===== src/shared/supervisor_pkg.sv =====
/*
  Constants, types and helper functions for the supervisor and window watchdog.
  Assumes a single system clock; all intervals are counted in 1 us ticks.
*/
package supervisor_pkg;

  // Time base
  localparam int CLK_MHZ    = 250;
  localparam int CYC_PER_US = CLK_MHZ;
  localparam int DLY_W      = 22;

  typedef logic [DLY_W-1:0] dly_t;

  // Intervals in microseconds
  localparam dly_t PROBE_US       = 22'h00017D;
  localparam dly_t SETTLE_US      = 22'h000096;
  localparam dly_t RST_NC_US      = 22'h030D40;
  localparam dly_t RST_RES_US     = 22'h002710;
  localparam dly_t RST_CAP_MIN_US = 22'h0002BF;
  localparam dly_t RST_CAP_MAX_US = 22'h312220;
  localparam dly_t WDU_NC_18      = 22'h00D6D8;
  localparam dly_t WDU_NC_34      = 22'h006B6C;
  localparam dly_t WDU_NC_12      = 22'h186A00;
  localparam dly_t WDU_RES_18     = 22'h01A9C8;
  localparam dly_t WDU_RES_34     = 22'h02F9B8;
  localparam dly_t WDU_RES_12     = 22'h002AF8;

  // Register map
  localparam logic [7:0] REG_CTRL    = 8'h00;
  localparam logic [7:0] REG_RST_CAP = 8'h04;
  localparam logic [7:0] REG_WD_CAP  = 8'h08;
  localparam logic [7:0] REG_STATUS  = 8'h0C;
  localparam logic       CTRL_RST    = 1'b0;
  localparam dly_t       RST_CAP_RST = RST_CAP_MIN_US;
  localparam dly_t       WD_CAP_RST  = 22'h002710;
  localparam int         CTRL_ADJ_BIT = 0;

  // Status fields
  localparam int ST_RESET_BIT = 0;
  localparam int ST_WDO_BIT   = 1;
  localparam int ST_EN_BIT    = 2;
  localparam int ST_FIRST_BIT = 3;
  localparam int ST_MODE_LSB  = 4;
  localparam int ST_RCFG_LSB  = 6;
  localparam int ST_WCFG_LSB  = 8;

  typedef enum logic [1:0] {
    PIN_OPEN   = 2'b00,
    PIN_PULLUP = 2'b01,
    PIN_CAP    = 2'b10
  } pin_cfg_t;

  // Mode code is {select0, select1}
  typedef enum logic [1:0] {
    WD_R1_8 = 2'b00,
    WD_R3_4 = 2'b01,
    WD_OFF  = 2'b10,
    WD_R1_2 = 2'b11
  } wd_mode_t;

  typedef enum logic [1:0] {
    RS_HOLD  = 2'b00,
    RS_PROBE = 2'b01,
    RS_DELAY = 2'b10,
    RS_RUN   = 2'b11
  } rst_state_t;

  function automatic dly_t clamp_cap(input dly_t v);
    if (v < RST_CAP_MIN_US) return RST_CAP_MIN_US;
    if (v > RST_CAP_MAX_US) return RST_CAP_MAX_US;
    return v;
  endfunction : clamp_cap

  function automatic dly_t rst_len_of(input logic [1:0] c, input dly_t cap);
    if (c == PIN_OPEN) return RST_NC_US;
    if (c == PIN_PULLUP) return RST_RES_US;
    return clamp_cap(cap);
  endfunction : rst_len_of

  function automatic dly_t upper_of(input logic [1:0] c, input wd_mode_t m, input dly_t cap);
    if (c == PIN_OPEN)
      return (m == WD_R1_8) ? WDU_NC_18 : (m == WD_R3_4) ? WDU_NC_34 : WDU_NC_12;
    if (c == PIN_PULLUP)
      return (m == WD_R1_8) ? WDU_RES_18 : (m == WD_R3_4) ? WDU_RES_34 : WDU_RES_12;
    return cap;
  endfunction : upper_of

  function automatic dly_t lower_of(input dly_t u, input wd_mode_t m);
    if (m == WD_R1_8) return u >> 3;
    if (m == WD_R3_4) return (u >> 1) + (u >> 2);
    return u >> 1;
  endfunction : lower_of

endpackage : supervisor_pkg


===== src/shared/timer_if.sv =====
/*
  Control and status of one interval timer.
  Assumes the controller and the timer share the system clock.
*/
interface timer_if;
  logic                 start;
  logic                 stop;
  supervisor_pkg::dly_t length;
  logic                 busy;
  logic                 done;
  modport ctl (output start, output stop, output length, input busy, input done);
  modport tmr (input start, input stop, input length, output busy, output done);
endinterface : timer_if


===== src/rtl/pin_sync.sv =====
/*
  Two flip-flop synchroniser for a group of pin inputs.
  Assumes inputs are asynchronous to the clock.
*/
module pin_sync #(
  parameter int         W    = 1,
  parameter logic [W-1:0] INIT = '0
) (
  // Clock and reset
  input  wire logic         clk,
  input  wire logic         rst,
  // Data
  input  wire logic [W-1:0] d,
  output logic      [W-1:0] q
);

  logic [W-1:0] meta_q;

  always_ff @(posedge clk) begin
    if (rst) begin
      meta_q <= INIT;
      q      <= INIT;
    end else begin
      meta_q <= d;
      q      <= meta_q;
    end
  end

endmodule : pin_sync


===== src/rtl/interval_timer.sv =====
/*
  Down counter on the 1 us tick; done pulses one cycle after the last tick.
  Assumes start has priority over stop and a zero length acts as one tick.
*/
module interval_timer (
  // Clock and reset
  input  wire logic clk,
  input  wire logic rst,
  // Time base
  input  wire logic tick,
  // Control
  timer_if.tmr      t
);

  supervisor_pkg::dly_t cnt_q;
  logic                 busy_q;
  logic                 done_q;

  assign t.busy = busy_q;
  assign t.done = done_q;

  always_ff @(posedge clk) begin
    if (rst) begin
      cnt_q  <= '0;
      busy_q <= 1'b0;
    end else if (t.start) begin
      cnt_q  <= (t.length == '0) ? supervisor_pkg::dly_t'(1) : t.length;
      busy_q <= 1'b1;
    end else if (t.stop) begin
      busy_q <= 1'b0;
    end else if (tick && busy_q) begin
      cnt_q <= cnt_q - supervisor_pkg::dly_t'(1);
      if (cnt_q == supervisor_pkg::dly_t'(1)) begin
        busy_q <= 1'b0;
      end
    end
  end

  always_ff @(posedge clk) begin
    if (rst) begin
      done_q <= 1'b0;
    end else begin
      done_q <= busy_q && tick && !t.start && !t.stop && (cnt_q == supervisor_pkg::dly_t'(1));
    end
  end

endmodule : interval_timer


===== src/rtl/supervisor_window_watchdog.sv =====
/*
  Voltage supervisor reset sequencer with window watchdog and APB registers.
  Assumes comparator results and probe codes arrive as asynchronous pins and
  open-drain wires are resolved outside from output and enable.
*/
module supervisor_window_watchdog #(
  parameter int CYC_PER_US = supervisor_pkg::CYC_PER_US
) (
  // Clock and reset
  input  wire logic        SYS_CLK,
  input  wire logic        RST,
  // APB slave
  input  wire logic        PSEL,
  input  wire logic        PENABLE,
  input  wire logic        PWRITE,
  input  wire logic [7:0]  PADDR,
  input  wire logic [31:0] PWDATA,
  output logic      [31:0] PRDATA,
  output logic             PREADY,
  output logic             PSLVERR,
  // Comparator results
  input  wire logic        SENSE_UNDER,
  input  wire logic        SENSE_OVER,
  input  wire logic        SUPPLY_LOCKOUT,
  // Configuration pin probing
  input  wire logic [1:0]  RESET_DELAY_CONFIG_PIN,
  input  wire logic [1:0]  WATCHDOG_TIMING_CONFIG_PIN,
  output logic             PROBE_ACTIVE,
  // Watchdog pins
  input  wire logic        WINDOW_SELECT0,
  input  wire logic        WINDOW_SELECT1,
  input  wire logic        WATCHDOG_KICK_IN,
  // Open-drain outputs
  output logic             RESET_N_O,
  output logic             RESET_N_OE,
  output logic             WATCHDOG_FAULT_OUT_N_O,
  output logic             WATCHDOG_FAULT_OUT_N_OE
);

  localparam logic [7:0] PRE_MAX = 8'(CYC_PER_US - 1);

  logic [7:0]                  pre_q;
  logic                        tick;
  logic [9:0]                  sync_q;
  logic                        s_under, s_over, s_lock, s_kick;
  logic [1:0]                  s_rcfg, s_wcfg;
  supervisor_pkg::wd_mode_t    live;
  logic                        adj_q;
  supervisor_pkg::dly_t        rst_cap_q, wd_cap_q, rst_len_q, el_q, upper, lower;
  logic [1:0]                  rcfg_q, wcfg_q;
  supervisor_pkg::rst_state_t  st_q, st_d;
  supervisor_pkg::wd_mode_t    mode_q;
  logic                        fault, wd_en, en_q, kick_q, kick_fall, first_q;
  logic                        wd_run, viol, rst_oe_q, wdo_oe_q;
  logic                        apb_wr, apb_setup, addr_ok;

  timer_if pd ();
  timer_if settle ();
  timer_if flt ();

  // Time base
  always_ff @(posedge SYS_CLK) begin
    if (RST || pre_q == PRE_MAX) begin
      pre_q <= 8'h00;
    end else begin
      pre_q <= pre_q + 8'h01;
    end
  end
  assign tick = (pre_q == PRE_MAX);

  pin_sync #(.W(10), .INIT(10'h200)) u_sync (
    .clk (SYS_CLK),
    .rst (RST),
    .d   ({WATCHDOG_KICK_IN, WINDOW_SELECT0, WINDOW_SELECT1, SENSE_UNDER, SENSE_OVER,
           SUPPLY_LOCKOUT, RESET_DELAY_CONFIG_PIN, WATCHDOG_TIMING_CONFIG_PIN}),
    .q   (sync_q)
  );
  assign s_kick  = sync_q[9];
  assign live    = supervisor_pkg::wd_mode_t'(sync_q[8:7]);
  assign s_under = sync_q[6];
  assign s_over  = sync_q[5];
  assign s_lock  = sync_q[4];
  assign s_rcfg  = sync_q[3:2];
  assign s_wcfg  = sync_q[1:0];

  interval_timer u_pd (.clk(SYS_CLK), .rst(RST), .tick(tick), .t(pd.tmr));
  interval_timer u_settle (.clk(SYS_CLK), .rst(RST), .tick(tick), .t(settle.tmr));
  interval_timer u_flt (.clk(SYS_CLK), .rst(RST), .tick(tick), .t(flt.tmr));

  // Supervisor sequencer
  assign fault = s_lock || s_under || (s_over && !adj_q);

  always_comb begin
    st_d = st_q;
    if (fault) begin
      st_d = supervisor_pkg::RS_HOLD;
    end else begin
      unique case (st_q)
        supervisor_pkg::RS_HOLD:  st_d = supervisor_pkg::RS_PROBE;
        supervisor_pkg::RS_PROBE: if (pd.done) st_d = supervisor_pkg::RS_DELAY;
        supervisor_pkg::RS_DELAY: if (pd.done) st_d = supervisor_pkg::RS_RUN;
        supervisor_pkg::RS_RUN:   st_d = supervisor_pkg::RS_RUN;
      endcase
    end
  end

  always_ff @(posedge SYS_CLK) begin
    if (RST) begin
      st_q     <= supervisor_pkg::RS_HOLD;
      rst_oe_q <= 1'b1;
    end else begin
      st_q     <= st_d;
      rst_oe_q <= (st_d != supervisor_pkg::RS_RUN);
    end
  end

  assign pd.start  = !fault && ((st_q == supervisor_pkg::RS_HOLD) ||
                     (st_q == supervisor_pkg::RS_PROBE && pd.done));
  assign pd.stop   = fault;
  assign pd.length = (st_q == supervisor_pkg::RS_HOLD) ? supervisor_pkg::PROBE_US :
                     supervisor_pkg::rst_len_of(s_rcfg, rst_cap_q);

  // Probe results
  always_ff @(posedge SYS_CLK) begin
    if (RST) begin
      rcfg_q    <= supervisor_pkg::PIN_OPEN;
      wcfg_q    <= supervisor_pkg::PIN_OPEN;
      rst_len_q <= supervisor_pkg::RST_NC_US;
    end else if (st_q == supervisor_pkg::RS_PROBE && pd.done && !fault) begin
      rcfg_q    <= s_rcfg;
      wcfg_q    <= s_wcfg;
      rst_len_q <= supervisor_pkg::rst_len_of(s_rcfg, rst_cap_q);
    end
  end

  // Select latching
  always_ff @(posedge SYS_CLK) begin
    if (RST) begin
      mode_q <= supervisor_pkg::WD_R1_8;
    end else if (st_q == supervisor_pkg::RS_HOLD) begin
      mode_q <= live;
    end else if (mode_q == supervisor_pkg::WD_OFF && live != supervisor_pkg::WD_OFF) begin
      mode_q <= live;
    end
  end

  assign wd_en = (live != supervisor_pkg::WD_OFF);

  always_ff @(posedge SYS_CLK) begin
    if (RST) begin
      en_q   <= 1'b0;
      kick_q <= 1'b1;
    end else begin
      en_q   <= wd_en;
      kick_q <= s_kick;
    end
  end

  assign settle.start  = wd_en && !en_q && st_q == supervisor_pkg::RS_RUN;
  assign settle.stop   = !wd_en || st_q != supervisor_pkg::RS_RUN;
  assign settle.length = supervisor_pkg::SETTLE_US;

  // Window watchdog
  assign kick_fall = kick_q && !s_kick;
  assign wd_run    = st_q == supervisor_pkg::RS_RUN && !fault && wd_en && !settle.busy &&
                     !settle.start && !flt.busy;
  assign upper     = supervisor_pkg::upper_of(wcfg_q, mode_q, wd_cap_q);
  assign lower     = supervisor_pkg::lower_of(upper, mode_q);
  assign viol      = wd_run && ((kick_fall && !first_q && el_q < lower) ||
                     (!kick_fall && el_q >= upper));

  always_ff @(posedge SYS_CLK) begin
    if (RST || !wd_run || viol) begin
      el_q    <= '0;
      first_q <= 1'b1;
    end else if (kick_fall) begin
      el_q    <= '0;
      first_q <= 1'b0;
    end else if (tick) begin
      el_q <= el_q + supervisor_pkg::dly_t'(1);
    end
  end

  assign flt.start  = viol;
  assign flt.stop   = !wd_en || st_q != supervisor_pkg::RS_RUN;
  assign flt.length = rst_len_q;

  always_ff @(posedge SYS_CLK) begin
    if (RST) begin
      wdo_oe_q <= 1'b0;
    end else begin
      wdo_oe_q <= st_d == supervisor_pkg::RS_RUN && wd_en &&
                  (viol || (flt.busy && !flt.done && !flt.stop));
    end
  end

  assign RESET_N_O               = 1'b0;
  assign RESET_N_OE              = rst_oe_q;
  assign WATCHDOG_FAULT_OUT_N_O  = 1'b0;
  assign WATCHDOG_FAULT_OUT_N_OE = wdo_oe_q;
  assign PROBE_ACTIVE            = (st_q == supervisor_pkg::RS_PROBE);

  // APB slave
  assign apb_setup = PSEL && !PENABLE;
  assign apb_wr    = PSEL && PENABLE && PWRITE;
  assign addr_ok   = PADDR == supervisor_pkg::REG_CTRL || PADDR == supervisor_pkg::REG_RST_CAP ||
                     PADDR == supervisor_pkg::REG_WD_CAP || PADDR == supervisor_pkg::REG_STATUS;
  assign PREADY    = 1'b1;
  assign PSLVERR   = PSEL && PENABLE && !addr_ok;

  always_ff @(posedge SYS_CLK) begin
    if (RST) begin
      adj_q     <= supervisor_pkg::CTRL_RST;
      rst_cap_q <= supervisor_pkg::RST_CAP_RST;
      wd_cap_q  <= supervisor_pkg::WD_CAP_RST;
    end else if (apb_wr) begin
      if (PADDR == supervisor_pkg::REG_CTRL) adj_q <= PWDATA[supervisor_pkg::CTRL_ADJ_BIT];
      if (PADDR == supervisor_pkg::REG_RST_CAP) begin
        rst_cap_q <= supervisor_pkg::clamp_cap(PWDATA[supervisor_pkg::DLY_W-1:0]);
      end
      if (PADDR == supervisor_pkg::REG_WD_CAP) wd_cap_q <= PWDATA[supervisor_pkg::DLY_W-1:0];
    end
  end

  always_ff @(posedge SYS_CLK) begin
    if (RST) begin
      PRDATA <= 32'h00000000;
    end else if (apb_setup) begin
      PRDATA <= 32'h00000000;
      if (PADDR == supervisor_pkg::REG_CTRL) PRDATA[supervisor_pkg::CTRL_ADJ_BIT] <= adj_q;
      if (PADDR == supervisor_pkg::REG_RST_CAP) PRDATA[supervisor_pkg::DLY_W-1:0] <= rst_cap_q;
      if (PADDR == supervisor_pkg::REG_WD_CAP) PRDATA[supervisor_pkg::DLY_W-1:0] <= wd_cap_q;
      if (PADDR == supervisor_pkg::REG_STATUS) begin
        PRDATA[supervisor_pkg::ST_RESET_BIT] <= rst_oe_q;
        PRDATA[supervisor_pkg::ST_WDO_BIT]   <= wdo_oe_q;
        PRDATA[supervisor_pkg::ST_EN_BIT]    <= wd_en;
        PRDATA[supervisor_pkg::ST_FIRST_BIT] <= first_q;
        PRDATA[supervisor_pkg::ST_MODE_LSB+:2] <= mode_q;
        PRDATA[supervisor_pkg::ST_RCFG_LSB+:2] <= rcfg_q;
        PRDATA[supervisor_pkg::ST_WCFG_LSB+:2] <= wcfg_q;
      end
    end
  end

  // Ticks spent in the current sequencer state
  supervisor_pkg::dly_t ph_q;
  always_ff @(posedge SYS_CLK) begin
    if (RST || st_d != st_q) begin
      ph_q <= '0;
    end else if (tick) begin
      ph_q <= ph_q + supervisor_pkg::dly_t'(1);
    end
  end

  // Checks
  a_fault_asserts: assert property (@(posedge SYS_CLK) disable iff (RST)
    fault |=> RESET_N_OE && !WATCHDOG_FAULT_OUT_N_OE)
    else $error("reset not asserted on fault");

  a_window_keeps: assert property (@(posedge SYS_CLK) disable iff (RST)
    st_q == supervisor_pkg::RS_RUN && !fault |=> !RESET_N_OE)
    else $error("reset asserted while in window");

  a_probe_length: assert property (@(posedge SYS_CLK) disable iff (RST)
    st_q == supervisor_pkg::RS_PROBE && st_d == supervisor_pkg::RS_DELAY
    |-> ph_q == supervisor_pkg::PROBE_US)
    else $error("probe length wrong");

  a_hold_length: assert property (@(posedge SYS_CLK) disable iff (RST)
    st_q == supervisor_pkg::RS_DELAY && st_d == supervisor_pkg::RS_RUN
    |-> ph_q == rst_len_q && RESET_N_OE)
    else $error("reset hold length wrong");

  a_release_od: assert property (@(posedge SYS_CLK) disable iff (RST)
    st_q == supervisor_pkg::RS_DELAY && pd.done && !fault
    |=> !RESET_N_OE && RESET_N_O == 1'b0)
    else $error("reset not released after hold");

  a_reprobe: assert property (@(posedge SYS_CLK) disable iff (RST)
    st_q == supervisor_pkg::RS_HOLD && !fault |=> PROBE_ACTIVE)
    else $error("no probe on window entry");

  a_adj_no_over: assert property (@(posedge SYS_CLK) disable iff (RST)
    adj_q && st_q == supervisor_pkg::RS_RUN && !s_under && !s_lock |=> !RESET_N_OE)
    else $error("over voltage acted in adjustable variant");

  a_off_quiet: assert property (@(posedge SYS_CLK) disable iff (RST)
    live == supervisor_pkg::WD_OFF |=> !WATCHDOG_FAULT_OUT_N_OE)
    else $error("fault output while disabled");

  a_settle_ignore: assert property (@(posedge SYS_CLK) disable iff (RST)
    settle.start |=> !wd_run [*8])
    else $error("watchdog ran during settling");

  a_timing_kept: assert property (@(posedge SYS_CLK) disable iff (RST)
    st_q != supervisor_pkg::RS_HOLD && mode_q != supervisor_pkg::WD_OFF
    |=> mode_q == $past(mode_q))
    else $error("timing changed without reset event");

  a_event_latch: assert property (@(posedge SYS_CLK) disable iff (RST)
    st_q == supervisor_pkg::RS_HOLD |=> mode_q == $past(live))
    else $error("select not latched on reset event");

  a_early_kick: assert property (@(posedge SYS_CLK) disable iff (RST)
    wd_run && kick_fall && !first_q && el_q < lower && !fault
    |=> WATCHDOG_FAULT_OUT_N_OE && first_q)
    else $error("early kick not flagged");

  a_first_free: assert property (@(posedge SYS_CLK) disable iff (RST)
    wd_run && kick_fall && first_q && el_q < upper |=> !flt.busy && !first_q)
    else $error("first kick wrongly flagged");

  a_reset_quiet: assert property (@(posedge SYS_CLK) disable iff (RST)
    RESET_N_OE |-> !WATCHDOG_FAULT_OUT_N_OE && el_q == '0)
    else $error("watchdog active during reset");

  c_to_run: cover property (@(posedge SYS_CLK) disable iff (RST)
    st_q == supervisor_pkg::RS_DELAY ##1 st_q == supervisor_pkg::RS_RUN);
  c_wdo_fault: cover property (@(posedge SYS_CLK) disable iff (RST)
    $rose(WATCHDOG_FAULT_OUT_N_OE));
  c_good_kick: cover property (@(posedge SYS_CLK) disable iff (RST)
    wd_run && kick_fall && !first_q && el_q >= lower);
  c_settle: cover property (@(posedge SYS_CLK) disable iff (RST) settle.start);

endmodule : supervisor_window_watchdog


===== config.mk =====
export PLATFORM = sky130hd
export DESIGN_NAME = supervisor_window_watchdog
export DESIGN_NICKNAME = d
export VERILOG_FILES = /design/src/shared/supervisor_pkg.sv /design/src/shared/timer_if.sv /design/src/rtl/pin_sync.sv /design/src/rtl/interval_timer.sv /design/src/rtl/supervisor_window_watchdog.sv
export SDC_FILE = /design/constraint.sdc
export NUM_CORES = 1
export LEC_CHECK = 0
export BUFFER_PORTS_ARGS = -buffer_cell sky130_fd_sc_hd__buf_2
export CAP_MARGIN = 0
export CELL_PAD_IN_SITES_DETAIL_PLACEMENT = 0
export CELL_PAD_IN_SITES_GLOBAL_PLACEMENT = 1
export CORE_MARGIN = 2
export CORE_UTILIZATION = 30
export CTS_CLUSTER_SIZE = 25
export DETAILED_ROUTE_END_ITERATION = 8
export GPL_ROUTABILITY_DRIVEN = 0
export HOLD_SLACK_MARGIN = 0.08
export PLACE_DENSITY = 0.67
export SLEW_MARGIN = 20
export SYNTH_ARGS = -nofsm -noshare
export SYNTH_HDL_FRONTEND = slang
export SYNTH_HIERARCHICAL = 1
export SYNTH_SLANG_ARGS = --single-unit

===== constraint.sdc =====
create_clock -name SYS_CLK -period 7.3 [get_ports SYS_CLK]
set_clock_uncertainty 0.15 [all_clocks]
set_input_delay 1.095 -clock SYS_CLK [delete_from_list [all_inputs] [get_ports SYS_CLK]]
set_output_delay 1.095 -clock SYS_CLK [all_outputs]
set_load 0.02 [all_outputs]

* After elaboration in Yosys (flattened, before gate mapping)
Cells that the tools add are included.
** Storage, ports and cells
- Bits of input ports :: 55
- Output and inout port bits :: 39
- Logic and storage cells :: 254
- Bits in registers :: 223
** Cells by class
- Add/sub/neg operators :: 6
- Equal/unequal tests :: 21
- Order comparisons :: 6
- Bitwise logic cells :: 1
- Muxes and demuxes :: 101
- Reduce and logical (&&, ||, !) cells :: 92
** Operators by type and width (number)
- $mux W22 :: 35
- $eq A22 B1 Y1 const B :: 3
- $sub A22 B1 Y22 const B :: 3
- $mux W1 :: 52
- $gt A22 B22 Y1 const B :: 2
- $logic_not A22 Y1 :: 2
- $lt A22 B10 Y1 const B :: 2
- $mux W21 :: 2
- $mux W18 :: 2
- $logic_and A1 B1 Y1 :: 34
- $mux W8 :: 3
- $add A21 B20 Y22 :: 1
- $add A22 B1 Y22 const B :: 1
- $ge A22 B22 Y1 :: 1
- $lt A22 B22 Y1 :: 1
- $reduce_and A2 Y1 :: 10
- $reduce_bool A3 Y1 :: 6
- $logic_not A1 Y1 :: 17
- $eq A8 B4 Y1 const B :: 2
- $logic_or A1 B1 Y1 :: 12
- $mux W10 :: 1
- $mux W2 :: 5
- $add A8 B1 Y8 const B :: 1
- $eq A2 B1 Y1 const B :: 4
- other kinds (11) :: 25

* Depth between registers and ports, before layout
- Depth after elaboration :: 23
- Gate-level depth with buffers :: 30

* Modules after synthesis
The synthesis kept the hierarchy.
** Modules (own cells, without submodules)
- supervisor_window_watchdog :: cells an instance 1114, area each 8747.1 µm², instances 1, seq. area each 2642.5 µm²
- interval_timer at u_flt ... :: cells an instance 176, area each 1440.1 µm², instances 2, seq. area each 480.5 µm²
- interval_timer at u_pd :: cells an instance 172, area each 1426.4 µm², instances 1, seq. area each 480.5 µm²
- pin_sync :: cells an instance 42, area each 541.8 µm², instances 1, seq. area each 400.4 µm²

* Least setup slack after synthesis
No wires, ideal clock.
- Path type :: register to register
- Start :: register wcfg_q[1]
- End :: register u_flt.cnt_q[4]
- Arrival :: 5.915 ns
- Setup slack :: 1.083 ns
- Data required time :: 6.998 ns
- Clock period less this slack :: 6.217 ns
- Setup time :: 0.152 ns
- Path buffers :: 6
- Stages on the path, launching flop included :: 30
- Cells stage by stage :: dfxtp_1 > buf_4 > buf_6 > clkbuf_1 > clkbuf_1 > a22o_1 > ha_1 > fa_1 > a211o_1 > a2111oi_4 > a211oi_2 > a221oi_4 > a21oi_1 > or3_1 > nand3_1 > o21ai_1 > o21ai_2 > ha_1 > o21a_1 > o21ai_0 > a21oi_1 > o311a_1 > o211ai_1 > a31oi_1 > nor3_2 > clkbuf_1 > clkinv_1 > clkbuf_1 > o311ai_0 > o21ai_0
** On the way
- Cells in the longest elaborated chain, start to end :: 15
- Elaborated cells on any way between the ends :: 23
- Those cells by class :: 1 x add/sub; 2 x order compare; 2 x eq/ne; 11 x mux; 7 x reduce/logical
** Ends and longest elaborated chain
- start, declared :: line supervisor_window_watchdog.sv:50 : logic [1:0] rcfg_q, wcfg_q;
- start signal, assigned :: line supervisor_window_watchdog.sv:127 : wcfg_q <= supervisor_pkg::PIN_OPEN;
- start signal, assigned :: line supervisor_window_watchdog.sv:131 : wcfg_q <= s_wcfg;
- $eq A2 B1 Y1 :: line supervisor_pkg.sv:83 : if (c == PIN_PULLUP)
- $mux W1 (2 in series) :: line supervisor_pkg.sv:83
- $mux W22 :: line supervisor_pkg.sv:85 : return cap;
- $mux W22 (*) :: line supervisor_pkg.sv:83
- $add A21 B20 Y22 / $mux W22 (equally long branches) :: line supervisor_pkg.sv:90, supervisor_pkg.sv:89
- $mux W22 :: line supervisor_pkg.sv:90 : if (m == WD_R3_4) return (u >> 1) + (u >> 2);
- $mux W22 :: line supervisor_pkg.sv:91 : return u >> 1;
- $mux W22 :: line supervisor_pkg.sv:90
- $lt A22 B22 Y1 :: line supervisor_window_watchdog.sv:169 : assign viol = wd_run && ((kick_fall && !first_q && el_q < lower) ||
- $logic_and A1 B1 Y1 :: line supervisor_window_watchdog.sv:169
- $logic_or A1 B1 Y1 (*) :: line supervisor_window_watchdog.sv:169
- $logic_and A1 B1 Y1 (*) :: line supervisor_window_watchdog.sv:169
- via flt.start :: line timer_if.sv:6 : logic start;
- $ne A2 B1 Y1 (no source line) / $reduce_bool A2 Y1 (equally long branches)
- $reduce_and A2 Y1 (no source line)
- end signal, assigned :: line interval_timer.sv:27 : cnt_q <= (t.length == '0) ? supervisor_pkg::dly_t'(1) : t.length;
- end signal, assigned :: line interval_timer.sv:32 : cnt_q <= cnt_q - supervisor_pkg::dly_t'(1);
- end, declared :: line interval_timer.sv:15 : supervisor_pkg::dly_t cnt_q;
The timed path passes the listed nets; every way through them passes the cells marked *. The select of a mux whose other input is x is not followed.
A chain may end at the register's enable or synchronous reset.

* Final worst setup path
- Start :: register wcfg_q[1]
- End :: register u_flt.cnt_q[0]
The elaborated chain is that of the path after synthesis.

==> results.py <==
metrics = {
    "timing": {
        "min_period_over_period_pct": 90.3,
        "tightestPinTransition_ns": 1.10,
        "maxSlewHeadroom_pct": 26.7,
        "fin_crit_ns": 6.59,
        "finalSetupViolations": 0,
        "hold_viol_final": 0,
        "drv_slew": 0,
        "rsz0062_at_grt": "no",
        "setup_tns_ns": 0,
        "fmax_ghz": 0.152,
    },
    "critical_path": {
        "start_kind": "flop",
        "crit_slowest_cell": "dfxtp_1",
        "worstPathMaxFanout": 26,
        "worstSetupPathType": "reg -> reg",
        "arrival_ns": 6.87,
        "worstPathRequired_ns": 7.58,
        "end_kind": "flop",
        "worst-path-buf-inv": 3,
        "cp.depth": 27,
        "timing.critical_path.from": "wcfg_q[1]$_SDFFE_PP0P_",
        "r2r_cells": 27,
        "path_common_cell": "a21oi_1",
        "path_delay_family": "compound AO/OA/AOI/OAI gates",
        "rr_startpoint": "wcfg_q[1]$_SDFFE_PP0P_",
        "critPathMaxStageDelay_ns": 0.49,
    },
    "power_and_ir_drop": {
        "swShare_pct": 25.7,
        "power.switching_mw": 0.774,
        "internal_power_mw": 2.23,
        "power_leakage_nw": 5.93,
        "power_frac_comb_pct": 10.1,
        "p_per_area_nw_per_um2": 194,
        "power_frac_clock_pct": 47.9,
        "pwr-share-seq_pct": 42.0,
        "max-vdd-ir-drop_mv": 0.160,
    },
    "detailed_routing": {
        "wl_per_cell_um": 17.3,
        "drt_iter0_markers": 907,
        "drtAntennaViolNets": 0,
        "vias": 12500,
        "dr.pass1.iters": 7,
        "wl_um": 41100,
        "drcViolationCount": 0,
        "viasPerCell": 5.26,
    },
    "clock_network": {
        "clock_latency_ns": 0.57,
        "tritoncts": "built",
        "htreeDepth": 1,
        "clk_pin_slew_ns": 0.06,
        "numCtsBuffers": 27,
        "clock-sinks": 223,
        "cts_root_buffer": "clkbuf_16",
        "clockBufferDepth": 3,
    },
    "floorplan": {
        "die_x_um": 217,
        "num_rows": 77,
        "die_y_um": 217,
        "die-area_um2": 46900,
        "initial_core_util_pct": 30.6,
        "fp.coreArea_um2": 44400,
        "io_pins": 94,
    },
    "global_routing": {
        "grt_max_degree": 75,
        "grt.total_usage_pct": 17.2,
        "grt_pass1_vias": 11800,
        "antenna_found_initial": 2,
        "grt_pass1_wl_um": 65600,
        "grt-ovfl-total": 0,
    },
    "cells_and_area": {
        "final_area_um2": 15500,
        "drive_gt1_share_pct": 12.3,
        "nets": 1880,
        "area_growth_pct": 14.4,
        "diodes": 0,
        "multi_input_area_um2": 8610,
        "ff_latch_area_um2": 4470,
        "num-fill-cells": 4701,
    },
    "min_path": {
        "min_from": "u_sync/q[9]$_SDFF_PP1_",
        "hold_depth": 1,
        "worstHoldPathType": "reg -> reg",
    },
    "synthesis": {
        "ys.warnings.count": 6,
        "syn_area_um2": 13600,
        "synth_area_per_cell_um2": 8.09,
        "synthesis.instances": 1678,
    },
    "placed_design": {
        "place.detailed.hpwl_um": 30200,
        "post_dp_cell_area_um2": 14600,
        "io_buffer_count": 70,
    },
    "job": {
        "drv_cap": 0,
    },
    "run_status": {
        "status": "finished clean",
    },
}
layer usage:
layer | share of wire (%) | vias up | global-route usage [%]
li1 | - | 6220 | -
met1 | 49 | 5895 | 24.2
met2 | 44 | 281 | 27.0
met3 | 3.7 | 62 | 1.77
met4 | 3.2 | 0 | 6.26
met5 | 0 | - | 0
worst paths after layout:
path	endpoint	slack, ns
worst min register to register	kick_q$_SDFF_PP1_	0.28
worst max-delay path	u_flt/cnt_q[0]$_SDFFE_PP0P_	0.71
worst min-delay path	kick_q$_SDFF_PP1_	0.28
worst max register to register	u_flt/cnt_q[0]$_SDFFE_PP0P_	0.71
sequential cells by signal (all words and copies together) (netlist names), 8 cells and up:
register        flops
rst_cap_q          22
u_flt/cnt_q        22
pre_q               8
u_settle/cnt_q     22
u_pd/cnt_q         22
u_sync/q           10
u_sync/meta_q      10
PRDATA             22
el_q               22
wd_cap_q           22
flt.length         22
stage by stage:
stage	util (%)	power [mW]	setup slack (ns)	cells	hold WS, ns
after global placement	32.8	1.59	0.166	2316	0.266
after floorplan	-	1.51	1.08	1733	0.233
after global routing	35.0	3.12	0.208	2367	0.296
after CTS	34.9	3.04	0.233	2366	0.286
final	35.0	3.01	0.710	2367	0.281
after detailed placement	32.8	1.59	0.0370	2316	0.272
area by class of cell:
type	count	area share [%]
clock buffers	37	4.98
clock inverters	13	1.17
inverters	57	1.38
multi-input cells	1350	55.4
flip-flops and latches	223	28.8
well taps	592	4.77
repair buffers	95	3.50
repair_timing:
item / 4_1_cts / 5_1_grt
buffers inserted: 0 / 1
endpoints found under the setup margin: 2 / 8
pin swaps: 0 / 1
gates resized for setup: 1 / 0
cloned: 0 / 0
hold buffers: 0 / 0
power by group through the flow:
stage | clock network [mW] | registers [mW] | logic [mW]
detailed placement | 0 | 1.29 | 0.301
finish | 1.44 | 1.26 | 0.304
floorplan | 0 | 1.29 | 0.221
global route | 1.52 | 1.27 | 0.337
CTS | 1.47 | 1.26 | 0.303
global placement | 0 | 1.29 | 0.298
placed cells by master, fill, tap and decap left out, drive strengths merged, types with 8 or more instances in the layout:
| master | count |
|---|---|
| dfxtp | 223 |
| nor2 | 206 |
| nand2 | 155 |
| a21oi | 127 |
| buf | 95 |
| ha | 70 |
| nor3 | 66 |
| conb | 57 |
| o21ai | 54 |
| inv | 53 |
| xnor2 | 40 |
| nor2b | 37 |
| clkbuf | 37 |
| nand3 | 36 |
| nor4 | 34 |
| or4 | 34 |
| xor2 | 33 |
| a311oi | 27 |
| a22oi | 25 |
| a21o | 23 |
| and3 | 23 |
| nand4 | 23 |
| a211oi | 23 |
| or3 | 19 |
| o31ai | 19 |
| a221oi | 17 |
| nand2b | 16 |
| o211ai | 15 |
| or2 | 12 |
| a22o | 11 |
| clkinv | 11 |
| nand3b | 10 |
| mux2 | 10 |
| mux2i | 9 |
| a31oi | 9 |
| o21a | 9 |
| nor3b | 9 |
| o21bai | 8 |
No activity file was read; power rests on OpenSTA's default activity.
